===== config.mk =====
export PLATFORM = sky130hd
export DESIGN_NAME = codec_mode_control_status
export DESIGN_NICKNAME = d
export VERILOG_FILES = /design/src/codec_mode_control_status.v
export VERILOG_INCLUDE_DIRS = /design/src /design/src/src
export SDC_FILE = /design/constraint.sdc
export NUM_CORES = 1
export LEC_CHECK = 0
export BUFFER_PORTS_ARGS = -buffer_cell sky130_fd_sc_hd__buf_2
export CORE_ASPECT_RATIO = 1.75
export CORE_MARGIN = 2
export CORE_UTILIZATION = 46
export CTS_CLUSTER_SIZE = 25
export DETAILED_ROUTE_END_ITERATION = 10
export PLACE_DENSITY = 0.9
export REMOVE_ABC_BUFFERS = 1
export SYNTH_ARGS = -nofsm -noshare
export SYNTH_HDL_FRONTEND = slang
export SYNTH_SLANG_ARGS = --single-unit

===== constraint.sdc =====
create_clock -name i_clk -period 3.1 [get_ports i_clk]
set_input_delay 0.155 -clock i_clk [delete_from_list [all_inputs] [get_ports i_clk]]
set_output_delay 0.155 -clock i_clk [all_outputs]
set_load 0.01 [all_outputs]

===== src/codec_mode_map.vh =====
// Register map, field positions and reset values of the mode-control block
`ifndef CODEC_MODE_MAP_VH
`define CODEC_MODE_MAP_VH
`define OPERATION_CONTROL_OFS 8'h00
`define ENGINE_STATE_FLAGS_OFS 8'h01
`define OPERATION_CONTROL_ADDR 12'h000
`define ENGINE_STATE_FLAGS_ADDR 12'h004
`define MODE_MSB 7
`define MODE_LSB 5
`define BIT_RATIO_OPT 4
`define BIT_CLR_PER_REC 3
`define BIT_CLR_NOW 2
`define BIT_HALT_AT_END 1
`define BIT_HALT 0
`define ST_MARK_COUNT 2
`define ST_EMPTY 1
`define ST_HALTED 0
`define MODE_PASS_AB 3'h0
`define MODE_PASS_BA 3'h1
`define MODE_COMP 3'h2
`define MODE_COMP_FLUSH 3'h3
`define MODE_DECOMP 3'h4
`define MODE_DECOMP_QUIET 3'h5
`define MODE_RESERVED 3'h6
`define MODE_RESET 3'h7
`define CTRL_HARD_RESET 8'he0
`define STATUS_RESET 8'h03
`endif


===== src/codec_mode_control_status.v =====
// Mode-control and status register bank of the compression coprocessor
//
// Notes on behaviour
// - Mode field sits in control bits 7:5 at offset 0x00 and steers processing.
// - Modes: 0 A-to-B, 1 B-to-A, 2 comp, 3 flush, 4 decomp, 5 quiet, 6 reserved, 7 reset.
// - Pass-through moves bytes A to B or B to A unaltered.
// - Compression takes A and emits B; decompression takes B and emits A.
// - Flush compresses held data, appends end codeword, drives out on B.
// - Quiet decompression consumes B and builds dictionary but sends nothing on A.
// - Reset code clears engines, ports, arbiter, dictionary and soft-resets registers.
// - Reset pin sets mode bits to ones and clears control bits 4:0.
// - Bit 4 enables the ratio optimizer and its threshold and period settings.
// - Bit 3 clears dictionary after each record end during compression.
// - Bit 2 clears dictionary after current byte, then self-clears.
// - Bit 1 halts ports and engine after each record end and sets halted.
// - Bit 0 halts ports and engine; writing zero resumes from either halt.
// - Halt bit honored in the same write that leaves reset mode.
// - Optimizer and dictionary clears only in compression modes; halt bit in all, halt at record end only in codec modes.
// - Status at 0x01: bit2 mark count, bit1 empty, bit0 halted, rest zero.
// - Mark count tracks engine marks; cleared by reset, pass codes or reset pin.
// - Empty sets when record end leaves engine, clears when next record enters.
// - Empty set by pass or reset codes and by the reset pin.
// - While halted counts stay stable; halted set by reset pin and reset code.
// - Soft reset forces mode ones, keeps bits 4:0; status reads 0x03.
//
// Implementation choice: the APB interface to the registers.
`timescale 1ns/1ps
`include "codec_mode_map.vh"
module codec_mode_control_status (
  input wire i_clk,
  input wire i_rst_n,
  // APB slave
  input wire i_psel,
  input wire i_penable,
  input wire i_pwrite,
  input wire [11:0] i_paddr,
  input wire [31:0] i_pwdata,
  input wire [3:0] i_pstrb,
  output reg [31:0] o_prdata,
  output reg o_pready,
  output reg o_pslverr,
  // Engine event inputs
  input wire i_record_end_mark,
  input wire i_mark_leaves_engine,
  input wire i_record_byte_enters,
  input wire i_dict_clear_done,
  // Control outputs toward the engine and ports
  output reg [2:0] o_operation_select_field,
  output reg o_ratio_optimizer_on,
  output reg o_clear_dictionary_per_record,
  output reg o_clear_dictionary_now,
  output reg o_halt,
  output reg o_soft_reset,
  output reg o_port_a_in_en,
  output reg o_port_a_out_en,
  output reg o_port_b_in_en,
  output reg o_port_b_out_en,
  output reg o_compress_en,
  output reg o_decompress_en,
  output reg o_flush_en
);

  ////////////////////////////////////////////////////////////////////////////
  // Register state
  reg [2:0] mode_r;
  reg [4:0] ctrl_r;
  reg mark_count_r;
  reg empty_r;
  reg halted_r;
  reg [2:0] mode_nxt;
  reg [4:0] ctrl_nxt;
  reg mark_count_nxt;
  reg empty_nxt;
  reg halted_nxt;

  // Access decode: write lands only in the access phase, strobe on byte 0
  wire access_w = i_psel & i_penable;
  wire hit_ctrl = (i_paddr == `OPERATION_CONTROL_ADDR);
  wire hit_stat = (i_paddr == `ENGINE_STATE_FLAGS_ADDR);
  wire ctrl_wr = access_w & i_pwrite & hit_ctrl & i_pstrb[0];
  wire [2:0] wr_mode = i_pwdata[`MODE_MSB:`MODE_LSB];
  wire [4:0] wr_ctrl = i_pwdata[4:0];
  wire comp_mode = (mode_r == `MODE_COMP) | (mode_r == `MODE_COMP_FLUSH);
  wire codec_mode = comp_mode | (mode_r == `MODE_DECOMP) | (mode_r == `MODE_DECOMP_QUIET);

  ////////////////////////////////////////////////////////////////////////////
  // Next-state of control and status
  always @* begin
    mode_nxt = mode_r;
    ctrl_nxt = ctrl_r;
    mark_count_nxt = mark_count_r;
    empty_nxt = empty_r;
    halted_nxt = halted_r;
    // Engine-side status moves only while running and in a codec mode
    if (codec_mode && !halted_r) begin
      if (i_record_end_mark && !i_mark_leaves_engine)
        mark_count_nxt = 1'b1;
      else if (i_mark_leaves_engine && !i_record_end_mark)
        mark_count_nxt = 1'b0;
      if (i_mark_leaves_engine)
        empty_nxt = 1'b1;
      else if (i_record_byte_enters)
        empty_nxt = 1'b0;
      // Halt at record end once the mark has gone through
      if (ctrl_r[`BIT_HALT_AT_END] && i_mark_leaves_engine)
        halted_nxt = 1'b1;
    end
    // Self-clear of the one-shot dictionary clear
    if (comp_mode && i_dict_clear_done)
      ctrl_nxt[`BIT_CLR_NOW] = 1'b0;
    if (ctrl_wr) begin
      if (wr_mode == `MODE_RESET) begin
        // Soft reset keeps bits 4:0, status back to its reset pattern
        mode_nxt = `MODE_RESET;
        mark_count_nxt = 1'b0;
        empty_nxt = 1'b1;
        halted_nxt = 1'b1;
      end else begin
        mode_nxt = wr_mode;
        ctrl_nxt = wr_ctrl;
        // A write that leaves reset takes its halt bit as given
        halted_nxt = wr_ctrl[`BIT_HALT];
        // Dictionary clear still pending wins over a write of zero that keeps the same compression mode
        if (comp_mode && ctrl_r[`BIT_CLR_NOW] && !i_dict_clear_done && mode_r == wr_mode)
          ctrl_nxt[`BIT_CLR_NOW] = ctrl_r[`BIT_CLR_NOW] | wr_ctrl[`BIT_CLR_NOW];
        // Halt-at-end already reached stays until halt is written zero
        if (halted_r && !wr_ctrl[`BIT_HALT] && mode_r != `MODE_RESET)
          halted_nxt = 1'b0;
        if (wr_mode == `MODE_PASS_AB || wr_mode == `MODE_PASS_BA) begin
          mark_count_nxt = 1'b0;
          empty_nxt = 1'b1;
        end
      end
    end
  end

  ////////////////////////////////////////////////////////////////////////////
  // Registers; pin reset gives mode ones, bits cleared, status 0x03
  always @(posedge i_clk or negedge i_rst_n) begin
    if (!i_rst_n) begin
      mode_r <= 3'h7;
      ctrl_r <= 5'h00;
      mark_count_r <= 1'b0;
      empty_r <= 1'b1;
      halted_r <= 1'b1;
    end else begin
      mode_r <= mode_nxt;
      ctrl_r <= ctrl_nxt;
      mark_count_r <= mark_count_nxt;
      empty_r <= empty_nxt;
      halted_r <= halted_nxt;
    end
  end

  ////////////////////////////////////////////////////////////////////////////
  // APB answer: zero wait states, unmapped address gives pslverr
  always @(posedge i_clk or negedge i_rst_n) begin
    if (!i_rst_n) begin
      o_prdata <= 32'h0000_0000;
      o_pready <= 1'b0;
      o_pslverr <= 1'b0;
    end else begin
      o_pready <= i_psel & ~i_penable;
      o_pslverr <= i_psel & ~i_penable & ~(hit_ctrl | hit_stat);
      if (i_psel && !i_penable && !i_pwrite && hit_ctrl)
        o_prdata <= {24'h00_0000, mode_r, ctrl_r};
      else if (i_psel && !i_penable && !i_pwrite && hit_stat)
        o_prdata <= {29'h0000_0000, mark_count_r, empty_r, halted_r};
      else
        o_prdata <= 32'h0000_0000;
    end
  end

  ////////////////////////////////////////////////////////////////////////////
  // Data-path steering, registered from next state so it tracks the mode
  always @(posedge i_clk or negedge i_rst_n) begin
    if (!i_rst_n) begin
      o_operation_select_field <= 3'h7;
      o_ratio_optimizer_on <= 1'b0;
      o_clear_dictionary_per_record <= 1'b0;
      o_clear_dictionary_now <= 1'b0;
      o_halt <= 1'b1;
      o_soft_reset <= 1'b1;
      o_port_a_in_en <= 1'b0;
      o_port_a_out_en <= 1'b0;
      o_port_b_in_en <= 1'b0;
      o_port_b_out_en <= 1'b0;
      o_compress_en <= 1'b0;
      o_decompress_en <= 1'b0;
      o_flush_en <= 1'b0;
    end else begin
      o_operation_select_field <= mode_nxt;
      // Dictionary and optimizer controls act only in compression modes
      o_ratio_optimizer_on <= ctrl_nxt[`BIT_RATIO_OPT] & (mode_nxt[2:1] == 2'b01);
      o_clear_dictionary_per_record <= ctrl_nxt[`BIT_CLR_PER_REC] & (mode_nxt[2:1] == 2'b01);
      o_clear_dictionary_now <= ctrl_nxt[`BIT_CLR_NOW] & (mode_nxt[2:1] == 2'b01);
      o_halt <= halted_nxt;
      o_soft_reset <= (mode_nxt == `MODE_RESET);
      o_compress_en <= 1'b0;
      o_decompress_en <= 1'b0;
      o_flush_en <= 1'b0;
      o_port_a_in_en <= 1'b0;
      o_port_a_out_en <= 1'b0;
      o_port_b_in_en <= 1'b0;
      o_port_b_out_en <= 1'b0;
      if (!halted_nxt) begin
        case (mode_nxt)
          `MODE_PASS_AB: begin
            o_port_a_in_en <= 1'b1;
            o_port_b_out_en <= 1'b1;
          end
          `MODE_PASS_BA: begin
            o_port_b_in_en <= 1'b1;
            o_port_a_out_en <= 1'b1;
          end
          `MODE_COMP: begin
            o_port_a_in_en <= 1'b1;
            o_port_b_out_en <= 1'b1;
            o_compress_en <= 1'b1;
          end
          `MODE_COMP_FLUSH: begin
            o_port_b_out_en <= 1'b1;
            o_compress_en <= 1'b1;
            o_flush_en <= 1'b1;
          end
          `MODE_DECOMP: begin
            o_port_b_in_en <= 1'b1;
            o_port_a_out_en <= 1'b1;
            o_decompress_en <= 1'b1;
          end
          `MODE_DECOMP_QUIET: begin
            o_port_b_in_en <= 1'b1;
            o_decompress_en <= 1'b1;
          end
          default: begin
            // Reserved and reset codes leave every port idle
            o_port_a_in_en <= 1'b0;
          end
        endcase
      end
    end
  end

endmodule // codec_mode_control_status


=== Word level (Yosys, flattened, before mapping) ===
Cells that the tools add are included.

* Equality and inequality tests: 16
* Multiplexer cells: 39
* Bitwise logic cells: 17
* Reductions and logical operators: 32

{| class="wikitable"
|+ Operators with widths
! kind !! number
|-
| 1-bit two-way mux || 33
|-
| 3-bit == test (second input constant) || 6
|-
| 1-bit logical AND || 14
|-
| 12-bit by 3-bit == test with 1-bit output (second input constant) || 1
|-
| 3-bit by 2-bit == test with 1-bit output (second input constant) || 4
|-
| 12-bit zero test || 1
|-
| 5-bit two-way mux || 2
|-
| 1-bit AND || 9
|-
| 3-bit two-way mux || 3
|-
| 8-bit two-way mux || 1
|-
| 2-bit OR reduction || 4
|-
| 1-bit zero test || 7
|-
| 3-bit by 1-bit == test with 1-bit output (second input constant) || 2
|-
| 3-bit zero test || 2
|-
| 3-bit OR reduction || 2
|-
| 1-bit bitwise OR || 5
|-
| 3-bit == test || 1
|-
| 3-bit inequality test (second input constant) || 1
|-
| 1-bit NOT || 3
|-
| 2-bit by 1-bit == test with 1-bit output (second input constant) || 1
|-
| 2-bit AND reduction || 1
|-
| 1-bit logical OR || 1
|}

* Register bits after elaboration: 56
* Input port bits: 57
* Output and inout bits: 49
* Word-level logic and storage cells: 124

=== Logic depth before layout (Yosys ltp) ===
Gate-level depths: netlist of run 1.

* Word-level depth: 9
* Depth in mapped cells: 7
* Gate-level depth less buffers: 4

=== Worst setup path before layout of run 1 ===
OpenSTA, ideal clock, no wires.

* Path type: register -> register
* Start: reg, netlist name o_operation_select_field[2]
* End: reg ctrl_r[2]
* Setup time: 0.126 ns
* Arrival: 1.488 ns
* Data required time: 2.974 ns
* Path slack: 1.485 ns
* Stages on the path, launching flop included: 6
* Path buffers: 1
* Period minus slack after synthesis: 1.615 ns
* Cell sequence: dfstp_2 -> buf_2 -> and4b_1 -> a211o_1 -> a211oi_1 -> o22ai_1

{| class="wikitable"
|+ RTL lines
! item !! RTL line !! RTL
|-
| to (signal assigned) || codec_mode_control_status.v:148 || <nowiki>ctrl_r <= ctrl_nxt;</nowiki>
|-
| to (decl) || codec_mode_control_status.v:66 || <nowiki>reg [4:0] ctrl_r;</nowiki>
|}

==> impl_metrics.py, run 1 <==
metrics = {
    "global_routing": {
        "antenna_found_initial": 0,
        "grt-ovfl-total": 0,
        "grt_usage_pct": 17.5,
        "grt_pass1_vias": 1343,
        "grt_pass1_wl_mm": 5.71,
        "grt_max_degree": 33,
    },
    "finish": {
        "layout_common_cells": "54 x buf_2, 26 x dfrtp_1, 24 x conb_1",
        "diodes": 0,
        "fin_util_pct": 56.0,
        "regMostFlops": "o_prdata",
        "drive_above_1_share_pct": 36.4,
        "nFillCells": 335,
        "multi_input_area_um2": 738,
        "nNetsFinal": 273,
        "largest_reg_flops": 8,
        "finalNonFillerCells": 263,
        "reg_top3": "o_prdata: 8 flops, ctrl_r: 5 flops, o_operation_select_field: 3 flops",
        "layout_commonest_cell": "buf_2",
        "seq_area_um2": 808,
        "areaGrowthSynthToFinish_pct": 17.3,
    },
    "timing": {
        "finalSetupViolCount": 0,
        "tightest_slew_ps": 680,
        "min_period_ps": 1760,
        "hold_viol_final": 0,
        "fmax_mhz": 568,
        "max_slew_margin_pct": 54.7,
        "skew_ps": 10.6,
        "fin_crit_sh_pct": 56.8,
        "timing.setup.tns_ps": 0,
        "rsz0062_at_grt": "false",
        "final_max_slew_viol_count": 0,
    },
    "worst_setup_path": {
        "required_ps": 3280,
        "cp_max_fo": 7,
        "path_delay_family": "flip-flops",
        "crit_arrival_ps": 1940,
        "slowest_stage": "dfstp_2",
        "worstSetupPathType": "reg2reg",
        "worst-path-buf-inv": 0,
        "endpoint_kind": "flop",
        "worstPathCellList": "nor2b_1 -> a211o_1 -> a32oi_1 -> o41ai_2",
        "start_kind": "flop",
        "max_stage_delay_ps": 600,
    },
    "die": {
        "start_util_pct": 47.7,
        "coreArea_um2": 3590,
        "num_io_pins": 106,
        "fp-row-count": 29,
        "die_h_um": 84.8,
        "die-area_um2": 4250,
        "fp.dieW_um": 50.1,
    },
    "placed_design": {
        "place_congestion": 0.869,
        "hpwl_mm": 2.63,
        "portBuffers": 54,
        "dp.cells": 254,
    },
    "clock_tree": {
        "cts.hold.buffers_added": 1,
        "clkLatencyLatePin_ps": 280,
        "post_cts_buffers": 0,
        "cts-root-buf": "clkbuf_8",
        "numCtsBuffers": 5,
        "clockBufferDepth": 2,
        "tritoncts": "done",
        "cts_max_level": 2,
        "clock_sinks": 32,
        "path_clk_slew_ps": 70,
        "cts_resized": 0,
    },
    "drt": {
        "drcViolationCount": 0,
        "finalWirelength_mm": 3.55,
        "drt-pass1-iter-count": 5,
        "post_drt_wl_per_cell_um": 13.5,
        "drt_iter0_drc": 44,
        "ant_nets": 0,
        "routed-via-count": 1362,
        "vias_per_cell": 5.18,
    },
    "min_path": {
        "worst_hold_path_type": "in2reg",
    },
    "pwr": {
        "switching_share_pct": 23.3,
        "powerDensity_nw_per_um2": 419,
        "p_seq_share_pct": 50.0,
        "power.internal_uw": 646,
        "power.share.clock_pct": 41.3,
        "p_leak_uw": 0.00101,
        "comb_power_share_pct": 8.7,
        "netSwitchingPower_uw": 196,
        "vdd_ir_drop_max_v": 0.000346,
    },
    "synth": {
        "synthesis.area_um2": 1710,
        "synth-seq-cells": 32,
        "syn_avg_cell_area_um2": 10.5,
        "ys_warn_count": 0,
        "synth_seq_area_share_pct": 47.2,
        "synthCells": 163,
        "yosysUniqueCellTypes": 39,
    },
    "run": {
        "maxCapViolCount": 0,
    },
    "run_status": {
        "status": "finished, final reports clean",
    },
}
==> worst paths after layout <==
check                                                  from                      to  slack [ps]  cells after the start
worst max-delay path            o_operation_select_field[1]  o_clear_dictionary_now        1340                      4
min in group asynchronous                           i_rst_n    o_ratio_optimizer_on         450                      2
max in group asynchronous                           i_rst_n           o_compress_en        2210                      2
worst max register to register  o_operation_select_field[1]  o_clear_dictionary_now        1340                      4
worst min-delay path                              i_penable                o_pready          60                      2
worst min register to register                    ctrl_r[3]             o_prdata[3]         540                      1
==> cell usage after synthesis <==
cell type	count	area, µm²
o41ai_2	2	32.5
mux2_2	5	56.3
a32oi_1	1	8.76
a211o_1	1	8.76
nor2_1	10	37.5
nor3b_1	2	15.0
nand2_1	11	41.3
a221o_1	1	10.0
o211ai_1	4	30.0
dfstp_2	6	158
buf_4	24	180
nor4b_1	1	8.76
o32ai_2	1	16.3
and2_1	4	25.0
mux2i_1	5	50.1
nor2b_1	3	18.8
dfrtp_1	26	651
nand3b_1	2	15.0
o21ai_0	5	25.0
xnor2_1	1	8.76
nand3_2	1	10.0
clkbuf_1	4	15.0
o21ai_1	5	25.0
inv_1	7	26.3
nor4_4	2	42.5
a31oi_1	1	6.26
or2_1	1	6.26
buf_2	2	10.0
o22ai_1	4	25.0
a21oi_1	3	15.0
nand4_1	2	12.5
a211oi_1	2	15.0
nor3_1	5	25.0
buf_6	2	22.5
o2111ai_1	2	17.5
xor2_1	2	17.5
nor3b_2	1	12.5
and4b_1	1	10.0
conb_1	1	3.75
==> cell type report <==
cell class                 count  share of cell area [%]
timing repair buffer          55                    13.9
multi-input combinational    115                    36.7
tap                           46                    2.86
clock buffer                   8                    4.98
inverter                       7                    1.31
sequential                    32                    40.2
==> layer usage <==
| layer | global-route usage, % | routed length (µm) |
|---|---|---|
| met5 | 0 | 0 |
| met1 | 17.8 | 1250 |
| met4 | 10.6 | 93 |
| met3 | 4.09 | 276 |
| met2 | 31.2 | 1940 |
==> cell families (layout without fill, tap and decap cells) <==
group | Yosys count | in the layout | share of synthesized area [%]
other | 1 | 24 | 0.219
xor gates and xnor gates | 3 | 3 | 1.53
DFF | 32 | 32 | 47.2
and+or+nand+nor | 46 | 46 | 16.3
AOI/OAI and AO/OA | 32 | 32 | 13.7
buffers and inverters | 39 | 70 | 14.8
muxes | 10 | 10 | 6.20
==> per-stage QoR <==
step / total power (µW) / worst slack (ps) / hold WS (ps) / cell area [µm²]
after detailed placement: 499 / 1100 / 231 / 1900
after global routing: 870 / 1250 / 72.8 / 2010
final: 842 / 1340 / 64.7 / 2010
after global placement: 497 / 1140 / 217 / 1900
after CTS: 843 / 1360 / 65.6 / 2010
after floorplan: 458 / 1550 / -141 / 1570
==> power by group through the flow <==
stage	sequential [µW]	combinational, µW	clock, µW
global placement	428	69.2	0
CTS	421	72.7	349
floorplan	429	28.8	0
finish	421	73.3	348
global route	420	80.9	368
detailed placement	428	71.5	0
No activity file was read; power rests on OpenSTA's default activity.
==> run 2, diff against run 1 <==
--- a/config.mk
+++ b/config.mk
@@ -6,13 +6,14 @@
 export SDC_FILE = /design/constraint.sdc
 export NUM_CORES = 1
 export LEC_CHECK = 0
+export ABC_AREA = 1
 export BUFFER_PORTS_ARGS = -buffer_cell sky130_fd_sc_hd__buf_2
 export CORE_ASPECT_RATIO = 1.75
 export CORE_MARGIN = 2
-export CORE_UTILIZATION = 46
+export CORE_UTILIZATION = 42
 export CTS_CLUSTER_SIZE = 25
 export DETAILED_ROUTE_END_ITERATION = 10
-export PLACE_DENSITY = 0.9
+export PLACE_DENSITY = 0.85
 export REMOVE_ABC_BUFFERS = 1
 export SYNTH_ARGS = -nofsm -noshare
 export SYNTH_HDL_FRONTEND = slang
==> constraint.sdc (replaced) <==
create_clock -name i_clk -period 1.8 [get_ports i_clk]
set_input_delay 0.09 -clock i_clk [delete_from_list [all_inputs] [get_ports i_clk]]
set_output_delay 0.09 -clock i_clk [all_outputs]
set_load 0.01 [all_outputs]
==> impl_metrics.py, run 2 <==
metrics = {
    "run_status": {
        "status": "finished, final reports clean",
    },
    "finish": {
        "layout_common_cells": "54 x buf_2, 28 x nand2_1, 26 x dfrtp_1",
        "regMostFlops": "o_prdata",
        "drive_above_1_share_pct": 36.9,
        "reg_top3": "o_prdata: 8 flops, ctrl_r: 5 flops, o_operation_select_field: 3 flops",
        "nFillCells": 363,
        "seq_area_um2": 808,
        "areaGrowthSynthToFinish_pct": 23.2,
        "diodes": 0,
        "design_area_um2": 2030,
        "finalNonFillerCells": 292,
        "nNetsFinal": 300,
        "multi_input_area_um2": 642,
        "largest_reg_flops": 8,
        "layout_commonest_cell": "buf_2",
    },
    "timing": {
        "tightest_slew_ps": 667,
        "hold_viol_final": 0,
        "skew_ps": 9.79,
        "max_slew_margin_pct": 55.6,
        "rsz0062_at_grt": "false",
        "finalSetupViolCount": 0,
        "fmax_mhz": 649,
        "final_max_slew_viol_count": 0,
        "min_period_ps": 1540,
        "timing.setup.tns_ps": 0,
        "fin_crit_sh_pct": 85.6,
    },
    "die": {
        "fp-row-count": 30,
        "die_h_um": 86.9,
        "coreArea_um2": 3830,
        "die-area_um2": 4460,
        "num_io_pins": 106,
        "start_util_pct": 43.1,
        "fp.dieW_um": 51.4,
    },
    "clock_tree": {
        "cts_max_level": 2,
        "cts-root-buf": "clkbuf_8",
        "tritoncts": "done",
        "clock_sinks": 32,
        "numCtsBuffers": 5,
        "path_clk_slew_ps": 60,
        "clockBufferDepth": 2,
        "clkLatencyLatePin_ps": 280,
    },
    "synth": {
        "ys.flop_type": "dfrtp_1",
        "synthesis.area_um2": 1650,
        "synth_edf_count": 0,
        "syn_avg_cell_area_um2": 9.11,
        "synth-seq-cells": 32,
        "synthCells": 181,
        "async_flop_share_pct": 100,
        "synth.area.top_cells": "dfrtp_1 39%, buf_4 11%, dfstp_2 9.6%, nand2_1 6.4%, inv_1 5.5%",
        "synth_seq_area_share_pct": 49.0,
        "yosysUniqueCellTypes": 31,
        "synth_top_area_share_pct": 39.5,
        "yosys.area.top_type": "dfrtp_1",
        "synthTopCellsByCount": "28 x nand2_1, 26 x dfrtp_1, 24 x buf_4, 24 x inv_1, 22 x nor2_1",
        "ys_warn_count": 0,
        "yosysMostFrequentCell": "nand2_1",
    },
    "drt": {
        "routed-via-count": 1298,
        "finalWirelength_mm": 3.20,
        "drt-pass1-iter-count": 4,
        "post_drt_wl_per_cell_um": 11.0,
        "drt_iter0_drc": 28,
        "drcViolationCount": 0,
        "vias_per_cell": 4.45,
        "ant_nets": 0,
    },
    "worst_setup_path": {
        "reg2reg_slack_ps": 370,
        "required_ps": 2000,
        "cp_max_fo": 9,
        "max_stage_delay_ps": 520,
        "r2r_cells": 6,
        "worstPathCellList": "dlygate4sd3_1 -> buf_2 -> nand2_1 -> nor2_2 -> nand3_4 -> o21ai_4 -> nand2_4 -> a21oi_2",
        "endpoint_kind": "flop",
        "worstSetupPathType": "in2reg",
        "r2r-start": "o_operation_select_field[1]",
        "crit_arrival_ps": 1750,
        "slowest_stage": "dlygate4sd3_1",
        "start_kind": "input pin",
        "r2r-end": "o_clear_dictionary_now",
    },
    "placed_design": {
        "dp.cells": 282,
        "placed_cell_area_um2": 1890,
        "place_congestion": 0.814,
        "hpwl_mm": 2.61,
        "portBuffers": 54,
    },
    "pwr": {
        "comb_power_share_pct": 7.3,
        "switching_share_pct": 20.8,
        "netSwitchingPower_uw": 329,
        "power.internal_uw": 1260,
        "vdd_ir_drop_max_v": 0.000596,
        "p_leak_uw": 0.00121,
        "power.share.clock_pct": 46.5,
        "powerDensity_nw_per_um2": 780,
        "p_seq_share_pct": 46.2,
    },
    "min_path": {
        "worst_hold_path_type": "in2reg",
        "min_from": "i_pwdata[1]",
        "holdPathEnd": "ctrl_r[1]",
        "holdPathStages": 3,
    },
    "global_routing": {
        "grt_pass1_wl_mm": 5.19,
        "grt-ovfl-total": 0,
        "grt_usage_pct": 16.0,
        "grt_pass1_vias": 1225,
        "grt_max_degree": 33,
        "antenna_found_initial": 0,
    },
    "run": {
        "maxCapViolCount": 0,
    },
}
run 2: cell count changes after synthesis, moves of 3 or more:
cell | before | now
nor2b_1 | 3 | 0
nand2_4 | 0 | 5
o21ai_1 | 5 | 0
nand2_1 | 11 | 28
nor2_1 | 10 | 22
inv_1 | 7 | 24
o211ai_1 | 4 | 0
and2_1 | 4 | 0
nand3_1 | 0 | 6
clkbuf_1 | 4 | 0
mux2i_1 | 5 | 0
mux2_2 | 5 | 0
inv_2 | 0 | 3
run 2: final cells by class:
cell class | instances | area share (%)
timing repair buffer | 56 | 14.3
clock inverter | 1 | 1.48
sequential | 32 | 39.8
clock buffer | 7 | 4.74
inverter | 28 | 5.17
multi-input combinational | 120 | 31.6
tap | 48 | 2.96
run 2: what timing repair did:
action                                 in CTS  in global routing
resized for setup                           0                  0
setup buffers                               0                  0
hold buffers                                2                  0
endpoints found under the hold margin      27                  0
run 2: cells by family (layout without fill, tap and decap cells):
group           Yosys count  count (layout)  share of synthesized area (%)
other cells               1              24                          0.227
simple gates             78              78                           25.8
flops                    32              32                           49.0
compound gates           18              18                           7.66
buf+inv                  52              92                           17.3
run 2: worst max-delay path by stage:
stage / from / end / slack [ps] / depth (start not counted)
final: i_penable / o_port_b_out_en / 260 / 8
after global routing: i_penable / o_port_a_out_en / 110 / 10
after CTS: i_penable / o_port_b_out_en / 250 / 8
after detailed placement: o_operation_select_field[2] / o_port_b_out_en / 420 / 8
after global placement: o_operation_select_field[2] / o_flush_en / 450 / 8
after floorplan: o_operation_select_field[2] / o_port_b_out_en / 510 / 8
run 2: power by group through the flow:
stage / clock network (µW) / registers [µW] / logic (µW)
2_1_floorplan: 0 / 745 / 55.0
3_3_place_gp: 0 / 744 / 111
3_5_place_dp: 0 / 744 / 113
4_1_cts: 746 / 731 / 117
5_1_grt: 792 / 731 / 134
6_report: 737 / 732 / 116
run 2: metal layers:
metal	wire, µm	vias up	GRT usage, %
li1	-	639	-
met4	145	0	11.2
met3	244	12	3.78
met5	0	-	0
met2	1800	73	29.5
met1	1010	574	14.6
run 2: worst max-delay path: cells and delay by family:
kind                   cells  cell delay (ps)
AOI/OAI and AO/OA          2              360
buffers and inverters      2              630
and+or+nand+nor            4              670
run 2: stage by stage:
step                util [%]  hold WS [ps]  power, µW  worst slack, ps
floorplan                  -          -206        800              511
global placement        49.2           158        855              450
detailed placement      49.2           168        858              422
CTS                     53.1          14.2       1590              254
global route            53.1          17.9       1660              108
finish                  53.1          11.9       1590              259
==> run 3, diff against run 2 <==
--- a/config.mk
+++ b/config.mk
@@ -6,11 +6,11 @@
 export SDC_FILE = /design/constraint.sdc
 export NUM_CORES = 1
 export LEC_CHECK = 0
-export ABC_AREA = 1
+export ABC_AREA = 0
 export BUFFER_PORTS_ARGS = -buffer_cell sky130_fd_sc_hd__buf_2
 export CORE_ASPECT_RATIO = 1.75
 export CORE_MARGIN = 2
-export CORE_UTILIZATION = 42
+export CORE_UTILIZATION = 43
 export CTS_CLUSTER_SIZE = 25
 export DETAILED_ROUTE_END_ITERATION = 10
 export PLACE_DENSITY = 0.85
==> impl_metrics.py, run 3 (synthesized netlist as in run 1, its figures left out) <==
metrics = {
    "die": {
        "fp.dieW_um": 51.7,
        "die_h_um": 87.5,
        "start_util_pct": 44.3,
        "coreArea_um2": 3870,
        "num_io_pins": 106,
        "fp-row-count": 30,
        "die-area_um2": 4530,
    },
    "finish": {
        "diodes": 0,
        "multi_input_area_um2": 744,
        "design_area_um2": 2090,
        "layout_common_cells": "54 x buf_2, 26 x dfrtp_1, 24 x conb_1",
        "regMostFlops": "o_prdata",
        "seq_area_um2": 808,
        "nFillCells": 384,
        "nNetsFinal": 279,
        "largest_reg_flops": 8,
        "layout_commonest_cell": "buf_2",
        "areaGrowthSynthToFinish_pct": 22.1,
        "finalNonFillerCells": 271,
        "fin_util_pct": 54.1,
        "reg_top3": "o_prdata: 8 flops, ctrl_r: 5 flops, o_operation_select_field: 3 flops",
        "drive_above_1_share_pct": 38.6,
    },
    "clock_tree": {
        "clock_sinks": 32,
        "tritoncts": "done",
        "post_cts_buffers": 0,
        "cts-root-buf": "clkbuf_8",
        "clkLatencyLatePin_ps": 280,
        "path_clk_slew_ps": 70,
        "numCtsBuffers": 5,
        "cts_max_level": 2,
        "clockBufferDepth": 2,
    },
    "timing": {
        "min_period_ps": 1620,
        "hold_viol_final": 0,
        "finalSetupViolCount": 0,
        "fmax_mhz": 618,
        "rsz0062_at_grt": "false",
        "timing.setup.tns_ps": 0,
        "skew_ps": 6.53,
        "fin_crit_sh_pct": 89.9,
        "max_slew_margin_pct": 53.4,
        "final_max_slew_viol_count": 0,
        "tightest_slew_ps": 699,
    },
    "drt": {
        "post_drt_wl_per_cell_um": 13.7,
        "vias_per_cell": 5.18,
        "drt_iter0_drc": 28,
        "finalWirelength_mm": 3.71,
        "routed-via-count": 1404,
        "drt-pass1-iter-count": 4,
        "drcViolationCount": 0,
        "ant_nets": 0,
    },
    "placed_design": {
        "dp.cells": 261,
        "hpwl_mm": 2.78,
        "portBuffers": 54,
        "placed_cell_area_um2": 1940,
        "place_congestion": 0.889,
    },
    "worst_setup_path": {
        "crit_arrival_ps": 1750,
        "reg2reg_slack_ps": 180,
        "r2r-start": "o_operation_select_field[2]",
        "start_kind": "flop",
        "cp_max_fo": 7,
        "r2r_cells": 4,
        "required_ps": 1940,
        "cp-startpoint": "o_operation_select_field[2]",
        "r2r-end": "ctrl_r[2]",
        "worstSetupPathType": "reg2reg",
        "endpoint_kind": "flop",
        "crit_end": "ctrl_r[2]",
    },
    "global_routing": {
        "grt_usage_pct": 17.7,
        "grt-ovfl-total": 0,
        "antenna_found_initial": 0,
        "grt_max_degree": 33,
        "grt_pass1_vias": 1345,
        "grt_pass1_wl_mm": 5.91,
    },
    "pwr": {
        "vdd_ir_drop_max_v": 0.000625,
        "power.internal_uw": 1250,
        "netSwitchingPower_uw": 344,
        "power.share.clock_pct": 46.5,
        "powerDensity_nw_per_um2": 764,
        "p_leak_uw": 0.00105,
        "switching_share_pct": 21.5,
        "p_seq_share_pct": 45.3,
        "comb_power_share_pct": 8.1,
    },
    "run_status": {
        "status": "finished, final reports clean",
    },
    "min_path": {
        "worst_hold_path_type": "in2reg",
    },
    "run": {
        "maxCapViolCount": 0,
    },
}
run 3: changes by cell type in the layout (fill, tap and decap cells not counted), sizes merged, moves of 7 or more:
| cell | before | now |
|---|---|---|
| nor2 | 26 | 10 |
| nand3 | 8 | 1 |
| inv | 27 | 7 |
| nand2 | 35 | 11 |
run 3: repair_timing:
action / CTS / global route
endpoints found under the setup margin: 0 / 2
gates resized for setup: 0 / 1
hold endpoints to repair: 27 / 0
hold buffers: 2 / 0
run 3: worst min-delay path by stage:
stage / slack [ps] / endpoint / startpoint / depth (start not counted)
after floorplan: -210 / ctrl_r[0] / i_rst_n / 0
after global placement: 160 / o_port_a_in_en / i_rst_n / 1
after detailed placement: 170 / o_port_a_in_en / i_rst_n / 1
after CTS: 40 / ctrl_r[1] / i_pwdata[1] / 2
after global routing: 50 / ctrl_r[1] / i_pwdata[1] / 2
final: 40 / ctrl_r[1] / i_pwdata[1] / 2
run 3: metal layers:
metal	up-vias	wire [µm]	share of wire [%]	global-route usage, %
met3	10	278	7.5	4.47
met4	0	98	2.6	8.61
met1	671	1250	34	17.2
li1	639	-	-	-
met2	84	2080	56	33.4
met5	-	0	0	0
run 3: layout make-up:
cell class | instances | area share, %
tap | 48 | 2.87
multi-input combinational | 115 | 35.6
clock buffer | 7 | 4.60
inverter | 7 | 1.26
clock inverter | 1 | 1.43
timing repair buffer | 61 | 15.7
sequential | 32 | 38.6
run 3: metrics by stage:
step / total power (µW) / hold slack [ps] / setup WS [ps]
after floorplan: 788 / -206 / 252
after global placement: 860 / 161 / 163
after detailed placement: 863 / 167 / 142
after CTS: 1610 / 37.2 / 132
after global routing: 1650 / 51.2 / 50.2
final: 1600 / 39.2 / 183
run 3: critical path, cell delays in order, from the launching register on:
cell	delay (ps)
dfstp_2	610
and4b_1	230
a211o_1	290
a211oi_1	240
o22ai_1	110
run 3: power groups by stage:
stage,clock network (µW),logic (µW),registers (µW)
global placement,0,123,737
detailed placement,0,126,737
CTS,759,130,724
floorplan,0,49.6,739
finish,744,130,724
global route,785,145,724
